<file path="config.mk">
export PLATFORM = sky130hd
export DESIGN_NAME = fspc_ctrl
export DESIGN_NICKNAME = d
export VERILOG_FILES = /design/src/logic/fspc_pkg.sv /design/src/logic/fspc_ctrl.sv /design/src/logic/fspc_op_timer.sv
export SDC_FILE = /design/constraint.sdc
export NUM_CORES = 1
export LEC_CHECK = 0
export BUFFER_PORTS_ARGS = -buffer_cell sky130_fd_sc_hd__buf_2
export CAP_MARGIN = 20
export CORE_MARGIN = 10
export CORE_UTILIZATION = 35
export DETAILED_ROUTE_END_ITERATION = 10
export HOLD_SLACK_MARGIN = 0.15
export PLACE_DENSITY = 0.53
export SYNTH_ARGS = -nofsm -noshare
export SYNTH_HDL_FRONTEND = slang
export SYNTH_HIERARCHICAL = 1
export SYNTH_SLANG_ARGS = --single-unit
</file>
<file path="constraint.sdc">
create_clock -name clock -period 4.8 [get_ports clock]
set_input_delay 0.96 -clock clock [delete_from_list [all_inputs] [get_ports clock]]
set_output_delay 0.96 -clock clock [all_outputs]
set_load 0.02 [all_outputs]
</file>
<file path="src/logic/fspc_pkg.sv">
package fspc_pkg;

  // Register location on the I/O bus
  localparam logic [5:0] PCSR_ADDR = 6'h37;
  localparam logic [7:0] PCSR_RESET = 8'h00;

  // Bit positions inside the control/status register
  localparam int BIT_IRQ_EN = 7;
  localparam int BIT_RWW_BUSY = 6;
  localparam int BIT_RSVD = 5;
  localparam int BIT_RWW_RD = 4;
  localparam int BIT_LF_SEL = 3;
  localparam int BIT_PG_WR = 2;
  localparam int BIT_PG_ER = 1;
  localparam int BIT_SP_EN = 0;

  // Accepted patterns of the low five bits, then the idle command value
  localparam logic [4:0] CMD_RWW_RD = 5'h11;
  localparam logic [4:0] CMD_LF_SEL = 5'h09;
  localparam logic [4:0] CMD_PG_WR = 5'h05;
  localparam logic [4:0] CMD_PG_ER = 5'h03;
  localparam logic [4:0] CMD_LOAD = 5'h01;
  localparam logic [4:0] CMD_NONE = 5'h00;

  // Lock/fuse read selector values
  localparam logic [1:0] LF_FUSE_LOW = 2'h0;
  localparam logic [1:0] LF_LOCK = 2'h1;
  localparam logic [1:0] LF_FUSE_EXT = 2'h2;
  localparam logic [1:0] LF_FUSE_HIGH = 2'h3;

  // Instruction windows in clock cycles
  localparam logic [2:0] SPM_WIN = 3'h4;
  localparam logic [2:0] LPM_WIN = 3'h3;

  // Operation time limits and system clock
  localparam longint OP_MIN_NS = 3_700_000;
  localparam longint OP_MAX_NS = 4_500_000;
  localparam longint CLK_HZ = 25_000_000;
  localparam longint NS_PER_S = 1_000_000_000;
  localparam int OP_MIN_CYC = int'((OP_MIN_NS * CLK_HZ + NS_PER_S - 1) / NS_PER_S);
  localparam int OP_MAX_CYC = int'((OP_MAX_NS * CLK_HZ) / NS_PER_S);

  localparam logic [15:0] ERASED_WORD = 16'hFFFF;

  typedef enum logic [2:0] {
    ST_IDLE = 3'b001,
    ST_ARMED = 3'b010,
    ST_BUSY = 3'b100
  } fspc_state_t;

endpackage

</file>
<file path="src/logic/fspc_ctrl.sv">
`timescale 1ns/100ps
// Function
// - Operations last 3.7 to 4.5 ms, oscillator-timed.
// - System reset does not abort a running write.
// - Ready interrupt only while enable clear, idle.
// - Read-while-write busy bit reads zero.
// - Reserved bit five reads zero.
// - Read-enable write clears the page buffer.
// - Lock/fuse read via load within three cycles.
// - Page write command writes buffer to page.
// - Page write bit clears on finish or timeout.
// - CPU halted through the page write.
// - Page erase command erases addressed page.
// - Page erase bit clears on finish or timeout.
// - Store instruction allowed only four cycles.
// - Plain enable loads word into page buffer.
// - Enable clears after store or timeout.
// - Enable stays set while operation is busy.
// - Only five low-bit patterns take effect.
// - EEPROM write blocks programming and fuse reads.
// - Pointer selects low, lock, extended, high.
// - Buffer erased after page write and reset.
// - CPU halted through the page erase.
module fspc_ctrl
  import fspc_pkg::*;
#(
  parameter int PAGE_WORDS = 64,
  parameter int RC_FREQ_HZ = 1_000_000,
  parameter int OP_MIN_CYCLES = OP_MIN_CYC,
  parameter int OP_MAX_CYCLES = OP_MAX_CYC
)(
  input wire logic clock,
  input wire logic rst,
  input wire logic sys_reset,
  input wire logic rc_osc,
  input wire logic [5:0] io_addr,
  input wire logic io_wr,
  input wire logic io_rd,
  input wire logic [7:0] io_wdata,
  output logic [7:0] io_rdata,
  input wire logic spm_exec,
  input wire logic lpm_exec,
  input wire logic [15:0] z_ptr,
  input wire logic [15:0] r1r0,
  input wire logic eeprom_write_busy,
  input wire logic global_irq_enable,
  input wire logic [7:0] lock_bits,
  input wire logic [7:0] fuse_low,
  input wire logic [7:0] fuse_high,
  input wire logic [7:0] fuse_ext,
  output logic lpm_override,
  output logic [7:0] lpm_data,
  output logic cpu_halt,
  output logic prog_ready_irq,
  output logic flash_erase_req,
  output logic flash_write_req,
  output logic lock_write_req,
  output logic [7:0] lock_write_data,
  output logic [15:0] flash_page,
  input wire logic [$clog2(PAGE_WORDS)-1:0] pbuf_rd_idx,
  output logic [15:0] pbuf_rd_data
);

  localparam int IDX_W = $clog2(PAGE_WORDS);

  if (PAGE_WORDS < 2 || PAGE_WORDS > 4096 || (1 << IDX_W) != PAGE_WORDS) begin : g_bad_page
    $error("fspc_ctrl: page size must be a power of two from 2 to 4096 words");
  end

  function automatic logic cmd_legal(input logic [4:0] c);
    return (c == CMD_RWW_RD) || (c == CMD_LF_SEL) || (c == CMD_PG_WR) ||
           (c == CMD_PG_ER) || (c == CMD_LOAD);
  endfunction

  function automatic logic cmd_is_timed(input logic [4:0] c);
    return (c == CMD_PG_WR) || (c == CMD_PG_ER) || (c == CMD_LF_SEL);
  endfunction

  fspc_state_t state_r;
  logic [4:0] cmd_r;
  logic [2:0] win_r;
  logic irq_en_r;
  logic ee_busy_d_r;
  logic [7:0] io_rdata_r;
  logic [7:0] lpm_data_r;
  logic lpm_override_r;
  logic irq_r;
  logic erase_req_r;
  logic write_req_r;
  logic lock_req_r;
  logic [7:0] lock_data_r;
  logic [15:0] page_r;
  logic [15:0] pbuf_rd_r;
  logic [PAGE_WORDS-1:0] pbuf_vld_r;
  logic [15:0] pbuf_mem [PAGE_WORDS];

  logic reg_hit;
  logic wr_ok;
  logic arm_go;
  logic spm_take;
  logic lpm_take;
  logic tmr_busy;
  logic tmr_done;
  logic [7:0] status;
  logic [IDX_W-1:0] ld_idx;
  logic buf_clear;

  assign reg_hit = (io_addr == PCSR_ADDR);
  // EEPROM write blocks any new programming command
  assign wr_ok = io_wr && reg_hit && (state_r != ST_BUSY) && !eeprom_write_busy;
  // Any other low-bit pattern leaves the command state alone
  assign arm_go = wr_ok && cmd_legal(io_wdata[4:0]);
  // Store honoured only inside the armed window
  assign spm_take = spm_exec && (state_r == ST_ARMED) && (win_r < SPM_WIN) &&
                    !sys_reset;
  assign lpm_take = lpm_exec && (state_r == ST_ARMED) && (cmd_r == CMD_LF_SEL) &&
                    (win_r < LPM_WIN) && !eeprom_write_busy && !sys_reset;
  assign ld_idx = z_ptr[IDX_W:1];

  // Bits six and five are tied low; enable reflects armed or busy
  assign status = {irq_en_r, 1'b0, 1'b0, cmd_r[BIT_RWW_RD:BIT_PG_ER],
                   state_r != ST_IDLE};

  fspc_op_timer #(
    .RC_FREQ_HZ(RC_FREQ_HZ)
  ) u_timer (
    .clock(clock),
    .rst(rst),
    .rc_osc(rc_osc),
    .start(spm_take && cmd_is_timed(cmd_r)),
    .busy(tmr_busy),
    .done(tmr_done)
  );

  // Command sequencing; system reset spares a running operation
  always_ff @(posedge clock) begin
    if (rst) begin
      state_r <= ST_IDLE;
      cmd_r <= CMD_NONE;
      win_r <= '0;
    end else begin
      case (state_r)
        ST_IDLE: begin
          if (arm_go && !sys_reset) begin
            state_r <= ST_ARMED;
            cmd_r <= io_wdata[4:0];
            win_r <= '0;
          end
        end
        ST_ARMED: begin
          win_r <= win_r + 3'h1;
          if (sys_reset) begin
            state_r <= ST_IDLE;
            cmd_r <= CMD_NONE;
          end else if (spm_take && cmd_is_timed(cmd_r)) begin
            state_r <= ST_BUSY;
          end else if (spm_take || lpm_take || win_r == SPM_WIN - 3'h1) begin
            state_r <= ST_IDLE;
            cmd_r <= CMD_NONE;
          end
        end
        ST_BUSY: begin
          // Held through system reset until the timer finishes
          if (tmr_done || !tmr_busy) begin
            state_r <= ST_IDLE;
            cmd_r <= CMD_NONE;
          end
        end
        default: begin
          state_r <= ST_IDLE;
          cmd_r <= CMD_NONE;
        end
      endcase
    end
  end

  // Interrupt enable is writable even while an operation runs
  always_ff @(posedge clock) begin
    if (rst || sys_reset) begin
      irq_en_r <= PCSR_RESET[BIT_IRQ_EN];
    end else if (io_wr && reg_hit) begin
      irq_en_r <= io_wdata[BIT_IRQ_EN];
    end
  end

  always_ff @(posedge clock) begin
    if (rst) begin
      io_rdata_r <= '0;
    end else begin
      io_rdata_r <= (io_rd && reg_hit) ? status : 8'h00;
    end
  end

  // Level request, silent during programming or EEPROM write
  always_ff @(posedge clock) begin
    if (rst || sys_reset) begin
      irq_r <= 1'b0;
    end else begin
      irq_r <= irq_en_r && global_irq_enable && (state_r == ST_IDLE) &&
               !arm_go && !eeprom_write_busy;
    end
  end

  // Lock/fuse byte chosen by the pointer's low bits
  always_ff @(posedge clock) begin
    if (rst) begin
      lpm_data_r <= '0;
      lpm_override_r <= 1'b0;
    end else begin
      lpm_override_r <= lpm_take;
      if (lpm_take) begin
        case (z_ptr[1:0])
          LF_LOCK: lpm_data_r <= lock_bits;
          LF_FUSE_LOW: lpm_data_r <= fuse_low;
          LF_FUSE_HIGH: lpm_data_r <= fuse_high;
          LF_FUSE_EXT: lpm_data_r <= fuse_ext;
          default: lpm_data_r <= fuse_low;
        endcase
      end
    end
  end

  // One-cycle requests to the flash array
  always_ff @(posedge clock) begin
    if (rst) begin
      erase_req_r <= 1'b0;
      write_req_r <= 1'b0;
      lock_req_r <= 1'b0;
      lock_data_r <= '0;
      page_r <= '0;
    end else begin
      erase_req_r <= spm_take && (cmd_r == CMD_PG_ER);
      write_req_r <= spm_take && (cmd_r == CMD_PG_WR);
      lock_req_r <= spm_take && (cmd_r == CMD_LF_SEL);
      if (spm_take && cmd_is_timed(cmd_r)) begin
        page_r <= {z_ptr[15:IDX_W+1], {(IDX_W + 1){1'b0}}};
        lock_data_r <= r1r0[7:0];
      end
    end
  end

  // Buffer contents lost on reset, read-enable write, page write or EEPROM write
  always_ff @(posedge clock) begin
    if (rst) begin
      ee_busy_d_r <= 1'b0;
    end else begin
      ee_busy_d_r <= eeprom_write_busy;
    end
  end

  assign buf_clear = sys_reset || (arm_go && io_wdata[4:0] == CMD_RWW_RD) ||
                     (state_r == ST_BUSY && cmd_r == CMD_PG_WR && tmr_done) ||
                     (eeprom_write_busy && !ee_busy_d_r);

  always_ff @(posedge clock) begin
    if (rst) begin
      pbuf_vld_r <= '0;
    end else if (buf_clear) begin
      pbuf_vld_r <= '0;
    end else if (spm_take && cmd_r == CMD_LOAD) begin
      pbuf_vld_r[ld_idx] <= 1'b1;
    end
  end

  // Validity bits make a whole-buffer clear a single cycle
  always_ff @(posedge clock) begin
    if (spm_take && cmd_r == CMD_LOAD) begin
      pbuf_mem[ld_idx] <= r1r0;
    end
  end

  always_ff @(posedge clock) begin
    if (rst) begin
      pbuf_rd_r <= ERASED_WORD;
    end else begin
      pbuf_rd_r <= pbuf_vld_r[pbuf_rd_idx] ? pbuf_mem[pbuf_rd_idx] : ERASED_WORD;
    end
  end

  assign io_rdata = io_rdata_r;
  assign lpm_data = lpm_data_r;
  assign lpm_override = lpm_override_r;
  assign cpu_halt = (state_r == ST_BUSY);
  assign prog_ready_irq = irq_r;
  assign flash_erase_req = erase_req_r;
  assign flash_write_req = write_req_r;
  assign lock_write_req = lock_req_r;
  assign lock_write_data = lock_data_r;
  assign flash_page = page_r;
  assign pbuf_rd_data = pbuf_rd_r;

  // Helper: cycles spent in the busy state
  logic [31:0] busy_cyc_r;
  always_ff @(posedge clock) begin
    if (rst || state_r != ST_BUSY) begin
      busy_cyc_r <= '0;
    end else begin
      busy_cyc_r <= busy_cyc_r + 32'h1;
    end
  end

  op_max_time_a: assert property (@(posedge clock) disable iff (rst)
    busy_cyc_r <= 32'(OP_MAX_CYCLES))
    else $error("operation ran past the longest time");

  op_min_time_a: assert property (@(posedge clock) disable iff (rst)
    (state_r == ST_BUSY) ##1 (state_r == ST_IDLE) |-> $past(busy_cyc_r) >= 32'(OP_MIN_CYCLES - 1))
    else $error("operation ended before the least time");

  rww_res_zero_a: assert property (@(posedge clock) disable iff (rst)
    (io_rd && reg_hit) |=> (io_rdata[BIT_RWW_BUSY] == 1'b0) && (io_rdata[BIT_RSVD] == 1'b0))
    else $error("busy or reserved bit read as one");

  irq_quiet_a: assert property (@(posedge clock) disable iff (rst)
    (state_r != ST_IDLE || eeprom_write_busy) |=> !prog_ready_irq)
    else $error("ready interrupt raised while busy");

  window_close_a: assert property (@(posedge clock) disable iff (rst)
    (state_r == ST_IDLE && arm_go && !sys_reset) ##1
    (!spm_exec && !lpm_exec && !sys_reset) [*4] |=> (state_r == ST_IDLE) && (cmd_r == CMD_NONE))
    else $error("armed window did not close after four cycles");

  bad_pattern_a: assert property (@(posedge clock) disable iff (rst)
    (state_r == ST_IDLE && wr_ok && !cmd_legal(io_wdata[4:0])) |=> (state_r == ST_IDLE))
    else $error("illegal pattern took effect");

  halt_erase_a: assert property (@(posedge clock) disable iff (rst)
    (spm_take && cmd_r == CMD_PG_ER) |=> flash_erase_req && cpu_halt && status[BIT_SP_EN])
    else $error("page erase did not start with halt");

  buf_wipe_a: assert property (@(posedge clock) disable iff (rst)
    (state_r == ST_BUSY && cmd_r == CMD_PG_WR && tmr_done) |=> (pbuf_vld_r == '0) && !cpu_halt)
    else $error("page buffer kept data after page write");

  reset_keeps_op_a: assert property (@(posedge clock) disable iff (rst)
    (state_r == ST_BUSY && sys_reset && !tmr_done) |=> cpu_halt && status[BIT_SP_EN])
    else $error("system reset aborted a running operation");

  no_ee_program_a: assert property (@(posedge clock) disable iff (rst)
    (state_r == ST_IDLE && eeprom_write_busy) |=> (state_r == ST_IDLE))
    else $error("programming armed during EEPROM write");

endmodule

</file>
<file path="src/logic/fspc_op_timer.sv">
`timescale 1ns/100ps
module fspc_op_timer
  import fspc_pkg::*;
#(
  parameter int RC_FREQ_HZ = 1_000_000
)(
  input wire logic clock,
  input wire logic rst,
  input wire logic rc_osc,
  input wire logic start,
  output logic busy,
  output logic done
);

  // Least time rounds up in oscillator ticks, longest rounds down
  localparam longint TICKS_MIN = (OP_MIN_NS * RC_FREQ_HZ + NS_PER_S - 1) / NS_PER_S;
  localparam longint TICKS_MAX = (OP_MAX_NS * RC_FREQ_HZ) / NS_PER_S;
  // First tick may land just after start, so one extra edge is counted
  localparam int CW = $clog2(TICKS_MIN + 2);
  localparam logic [CW-1:0] TICKS = CW'(TICKS_MIN + 1);

  if (TICKS_MIN < 1 || TICKS_MIN + 1 > TICKS_MAX || RC_FREQ_HZ * 2 > CLK_HZ) begin : g_bad_rc
    $error("fspc_op_timer: oscillator rate cannot time the operation");
  end

  logic rc_meta_r;
  logic rc_sync_r;
  logic rc_prev_r;
  logic [CW-1:0] cnt_r;
  logic busy_r;

  // Oscillator is asynchronous; first stage feeds only the second
  always_ff @(posedge clock) begin
    if (rst) begin
      rc_meta_r <= 1'b0;
      rc_sync_r <= 1'b0;
      rc_prev_r <= 1'b0;
    end else begin
      rc_meta_r <= rc_osc;
      rc_sync_r <= rc_meta_r;
      rc_prev_r <= rc_sync_r;
    end
  end

  // Duration counted in calibrated oscillator ticks
  always_ff @(posedge clock) begin
    if (rst) begin
      busy_r <= 1'b0;
      cnt_r <= '0;
    end else if (start && !busy_r) begin
      busy_r <= 1'b1;
      cnt_r <= '0;
    end else if (busy_r && rc_sync_r && !rc_prev_r) begin
      if (cnt_r == TICKS - CW'(1)) begin
        busy_r <= 1'b0;
      end
      cnt_r <= cnt_r + CW'(1);
    end
  end

  assign busy = busy_r;
  assign done = busy_r && rc_sync_r && !rc_prev_r && (cnt_r == TICKS - CW'(1));

endmodule

</file>
Word-level counts from Yosys, hierarchy flattened

Memories as Yosys holds them, arrays and structs flattened. A register that Yosys moved wholly into a read port is not among the register bits.
Index checks and enable logic that the tools add are counted.

Flip-flop bits (word level): 131
Latch bits: 0
Bits in writable memories: 1024
Memory bits (read-only): 0
Input port bits: 94
Output and inout port bits: 62
Word-level logic and storage cells: 144
Memories: 1

Memory list:

| memory   | words | width | rd ports | clocked after memory_dff | write ports | line            | RTL |
|---|---|---|---|---|---|---|---|
| pbuf_mem | 64    | 16    | 1        | 1                        | 1           | fspc_ctrl.sv:95 | `logic [15:0] pbuf_mem [PAGE_WORDS];` |

Add/subtract/negate cells: 2
$mul: 0
Div/mod/pow operators: 0
Magnitude comparators: 5
Equality and inequality tests: 25
Shifts and indexed selects: 0
Mux-type cells: 24
Bitwise operators: 3
Reductions and logical operators: 63

Operator list:

| cell                  | count |
|---|---|
| $or 64x64->64         | 1 |
| $logic_and 1x1->1     | 32 |
| $pmux 8 s4            | 1 |
| $mux 5                | 5 |
| $mux 3                | 6 |
| $pmux 5 s3            | 1 |
| $lt 6x7->1 const B    | 2 |
| $logic_or 1x1->1      | 13 |
| $add 12x1->12 const B | 1 |
| $eq 12x12->1 const B  | 1 |
| $eq 5x1->1 const B    | 2 |
| $eq 5x2->1 const B    | 2 |
| $eq 5x3->1 const B    | 2 |
| $eq 5x4->1 const B    | 2 |
| $pmux 3 s3            | 1 |
| $reduce_or 2->1       | 4 |
| $mux 1                | 7 |
| $bmux 1 s6            | 1 |
| $demux 1 s6           | 1 |
| $eq 3x2->1 const B    | 2 |
| $eq 6x6->1 const B    | 1 |
| $ge 6x1->1 const B    | 1 |
| $logic_not 1->1       | 6 |
| $ne 3x3->1 const B    | 2 |
| 20 further kinds      | 25 |

Logic depth before layout (Yosys ltp)

Depth in word-level cells: 12
Depth in mapped cells: 9
Depth with buffers taken out: 8

Cells and area by module

The synthesis kept the hierarchy.

Modules (own cells, without submodules):

| module        | instances | cells each | area each (um^2) | seq. area each (um^2) |
|---|---|---|---|---|
| fspc_ctrl     | 1         | 2164       | 43867.1          | 33332.0 |
| fspc_op_timer | 1         | 83         | 765.7            | 320.3 |

Least setup slack after synthesis

No wires, ideal clock.

Kind: input-to-reg
Start: input port sys_reset
End: memory pbuf_mem[55][0], enable pin
Setup time: 390 ps
Data arrival time: 3093 ps
Slack: 1317 ps
Stages on the path: 5
Buffers on the path: 1
Cells stage by stage: or4b_1 -> buf_2 -> nor4b_4 -> nand4b_1 -> nor2_1

Word-level cells in the longest chain between the ends: 5

Ends and longest elaborated chain:

| item                         | line             | RTL |
|---|---|---|
| from (decl)                  | fspc_ctrl.sv:34  | `input wire logic sys_reset,` |
| $logic_not 1->1              | fspc_ctrl.sv:115 | `!sys_reset;` |
| $logic_and 1x1->1            | fspc_ctrl.sv:114 | `assign spm_take = spm_exec && (state_r == ST_ARMED) && (win_r < SPM_WIN) &&` |
| $logic_and 1x1->1            | fspc_ctrl.sv:267 | `if (spm_take && cmd_r == CMD_LOAD) begin` |
| $mux 1                       | fspc_ctrl.sv:267 |  |
| $mux 1 (not written as such) | fspc_ctrl.sv:268 | `pbuf_mem[ld_idx] <= r1r0;` |
| to (decl)                    | fspc_ctrl.sv:95  |  |

Every way passes these cells.

Worst setup path after layout

Start: input port sys_reset
End: memory pbuf_mem[54][3], enable pin

Same word-level chain as after synthesis.

==> run metrics <==
Slew HR=27.0%; Starting Density=35.4%; hold endpoint=pbuf_vld_r[54]$_SDFFE_PP0P_; detailed-router iteration count before antenna repair=7; later-pin clock latency in the skew report=between 0.6 and 0.7 ns; Max Clock Skew=0.0198 ns; reg2reg setup slack=1.43 ns; CTS tree=built; first-pass GRT wire length=162,000 um; worst-path fanout max=16; Cell Rows=between 100 and 150; vias in the first global route=around 24k; Final Power=20.6 mW; Worst EP required=5.15 ns; CTS sink count=1,169; die footprint=0.142 mm2; register area share after synthesis=between 70 and 80%; post-CTS sizing=0; total grt overflow=0; switching share of power=21.3%; status=complete, no violations; DR iter-0 viols=2,193; H-tree Lvls=3; Worst R2R Start=state_r[2]$_SDFFE_PP0P_; setup TNS=0 ns; Ys Warns=6; Net Sw Power=4.38 mW; ys flop type=edfxtp_1; initial antenna violation count=6; met2 Track Usage GR=23.8%; Worst Hold Margin=~0.46 ns; fillers=11.2k; hold buffers post-CTS=0; routed via count=22.7k; Worst-path clk slew=around 0.060 ns; Final Critical Period=approximately 3.4 ns; Clock Tree Buf Depth=3; root buffer cell=clkbuf_16; Nets=2,602; Reg2Reg Capture Point=pbuf_mem[54][3]$_DFFE_PP_; power share of the clock group=41.5%; Syn Inst Count=roughly 2.2k; Gate power share=4.8%; Area growth, synth to finish=15.7%; P_int=around 16 mW; post-synthesis async set-or-reset flop share=0%; Antenna Violating Nets Remaining=0; Hold Path Stages=1; HP Class=register to register; Synth Area per Inst=just under 20 um2; most used routing layer in global routing=met2; final WL=112,000 um; Post-CTS Setup Bufs=0; register area=approximately 0.034 mm2; drt drc=0; Worst VDD drop=0.341 mV; number of synthesized flops with an enable pin=1,024; WL/cell=26.3 um; number of buffers created by CTS=113; Die H=377 um; Synth Cell Area=approximately 0.045 mm2; pin slew with the least headroom to its limit=roughly 1.1 ns; GR Util met3=3.95%; # IOs=between 150 and 200; largest net degree at the start of global routing=66; endpoints failing setup=0; r2r worst-path depth=5; Yosys cell types=slightly below 60; via/cell ratio=5.35; fin crit share=71.0%; fmax=0.294 GHz; Max Slew Vio Count=0; FF+latch count, synth=1,169; Setup Crit Path Kind=input pin to register; Power Dens Cells=approximately 400 mW/mm2; Arr. time, crit path=3.75 ns; crit path capture type=register; chip width=~380 um; Leak=16.6 nW; Final GP Congestion=0.820; Max Cap Viol=0; Worst setup SP type=input pin; GRT met1 Usage=21.3%; global-route usage over all layers=15.4%; Final Hold Fails=0; layout cells sized above 1=~29%; footprint of the multi-input gates=0.0105 mm2; diode count=0; core box area=0.126 mm2; RSZ-0062 raised after global routing=no; HPWL Detailed=~67,000 um; Flop pwr share=53.7%; min-delay src=pbuf_vld_r[54]$_SDFFE_PP0P_; I/O Buffers=between 100 and 150
## kinds of logic (layout without fill, tap and decap cells)
kind of cell             count (synthesis)  count (layout)  share of synthesized area [%]
AND/OR/NAND/NOR                        332             332                           3.61
flip-flops                            1169            1169                           75.4
multiplexers                           317             317                           15.0
buffers and inverters                  147             492                           1.44
adder cells (fa/ha/maj)                  5               5                          0.135
AO/OA/AOI/OAI                          274             274                           4.42
XOR/XNOR                                 2               2                         0.0393
other                                    1               9                        0.00840
## sequential cells by signal, summed over array words and instances (netlist names), 3 cells and up
name and count:
u_timer/cnt_r 12, lock_write_data 8, pbuf_rd_data 16, lpm_data 8
io_rdata 6, state_r 3, flash_page 9, win_r 3
pbuf_mem 1024, pbuf_vld_r 64, cmd_r 5
## cells in the mapped netlist, types with 7 or more instances
library cell  number  area [um2]
edfxtp_1        1024       30700
mux4_2           280        6310
a22oi_1          162        1220
dfxtp_1          145        2900
nor2_1           134         503
nand2_1           78         293
clkbuf_1          62         233
o21a_1            42         315
mux2i_1           37         370
a21oi_1           36         180
buf_2             33         165
buf_1             27         101
nand3_1           25         125
nor2b_1           14        87.6
and2_1            13        81.3
inv_1             12        45.0
buf_4             11        82.6
and3_1             7        43.8
nand4_1            7        43.8
## per-layer routing
layer | part of all wire, % | wire length, um | vias to the layer above
met4 | 2.9 | 3270 | 8
met5 | 0.041 | 46 | -
met3 | 7.3 | 8100 | 182
li1 | - | - | 9758
met1 | 44 | 49300 | 12000
met2 | 46 | 51100 | 737
## worst max-delay path by stage
stage | endpoint | cells past startpoint | startpoint
after detailed placement | pbuf_mem[2][4]$_DFFE_PP_ | 6 | sys_reset
after global routing | pbuf_mem[6][14]$_DFFE_PP_ | 5 | state_r[1]$_SDFFE_PP0P_
after floorplan | pbuf_mem[55][0]$_DFFE_PP_ | 5 | sys_reset
after global placement | pbuf_mem[13][8]$_DFFE_PP_ | 7 | sys_reset
final | pbuf_mem[54][3]$_DFFE_PP_ | 6 | sys_reset
after CTS | pbuf_mem[2][8]$_DFFE_PP_ | 5 | state_r[1]$_SDFFE_PP0P_
## critical path, cell delays in order
cell and delay (ns):
buf_2 0.14, or4b_1 0.64, nor4b_4 0.78, nand4b_1 0.59, nor2_1 0.30, buf_4 0.32
## metrics by stage
stage	cell area (um2)	utilization [%]	std cells	setup slack [ns]
2_1_floorplan	44700	-	2255	1.32
3_3_place_gp	48100	38.1	4039	0.811
3_5_place_dp	48100	38.1	4039	0.787
4_1_cts	51600	40.9	4250	1.49
5_1_grt	51600	40.9	4250	1.34
6_report	51600	40.9	4250	1.39
## placed cells by master, fill, tap and decap left out, types with 6 or more instances in the layout
cell type  count
mux2i_1       37
nand2_1       78
conb_1         9
buf_4        109
a22oi_1      162
inv_1         12
clkbuf_1      32
buf_12        15
nor3_1         6
clkinv_2      21
and2_1        12
o21a_1        42
nor2_1       117
a21oi_1       36
buf_2        142
clkbuf_16    117
nand3_1       25
o31ai_1        6
nand4_1        7
and3_1         7
nor2_2        16
nor2b_1       12
nand3b_1       6
or3_1          6
clkinv_1      20
clkbuf_8      10
mux4_2       280
dfxtp_1      145
edfxtp_1    1024
## power by group through the flow
stage          clock [mW]  combinational, mW  sequential, mW
2_1_floorplan           0              0.500            11.3
3_3_place_gp            0              0.980            11.3
3_5_place_dp            0               1.00            11.3
4_1_cts              8.75               1.01            11.1
5_1_grt              9.13               1.06            11.0
6_report             8.54              0.994            11.1
## final cells by class
class	instances	share of cell area [%]
Clock inverter	51	0.696
Sequential cell	1169	65.2
Timing Repair Buffer	268	3.60
Multi-Input combinational cell	939	20.2
Clock buffer	160	6.18
Tap cell	1650	4.00
Inverter	13	0.0969
Power figures use the tool's default switching activity.
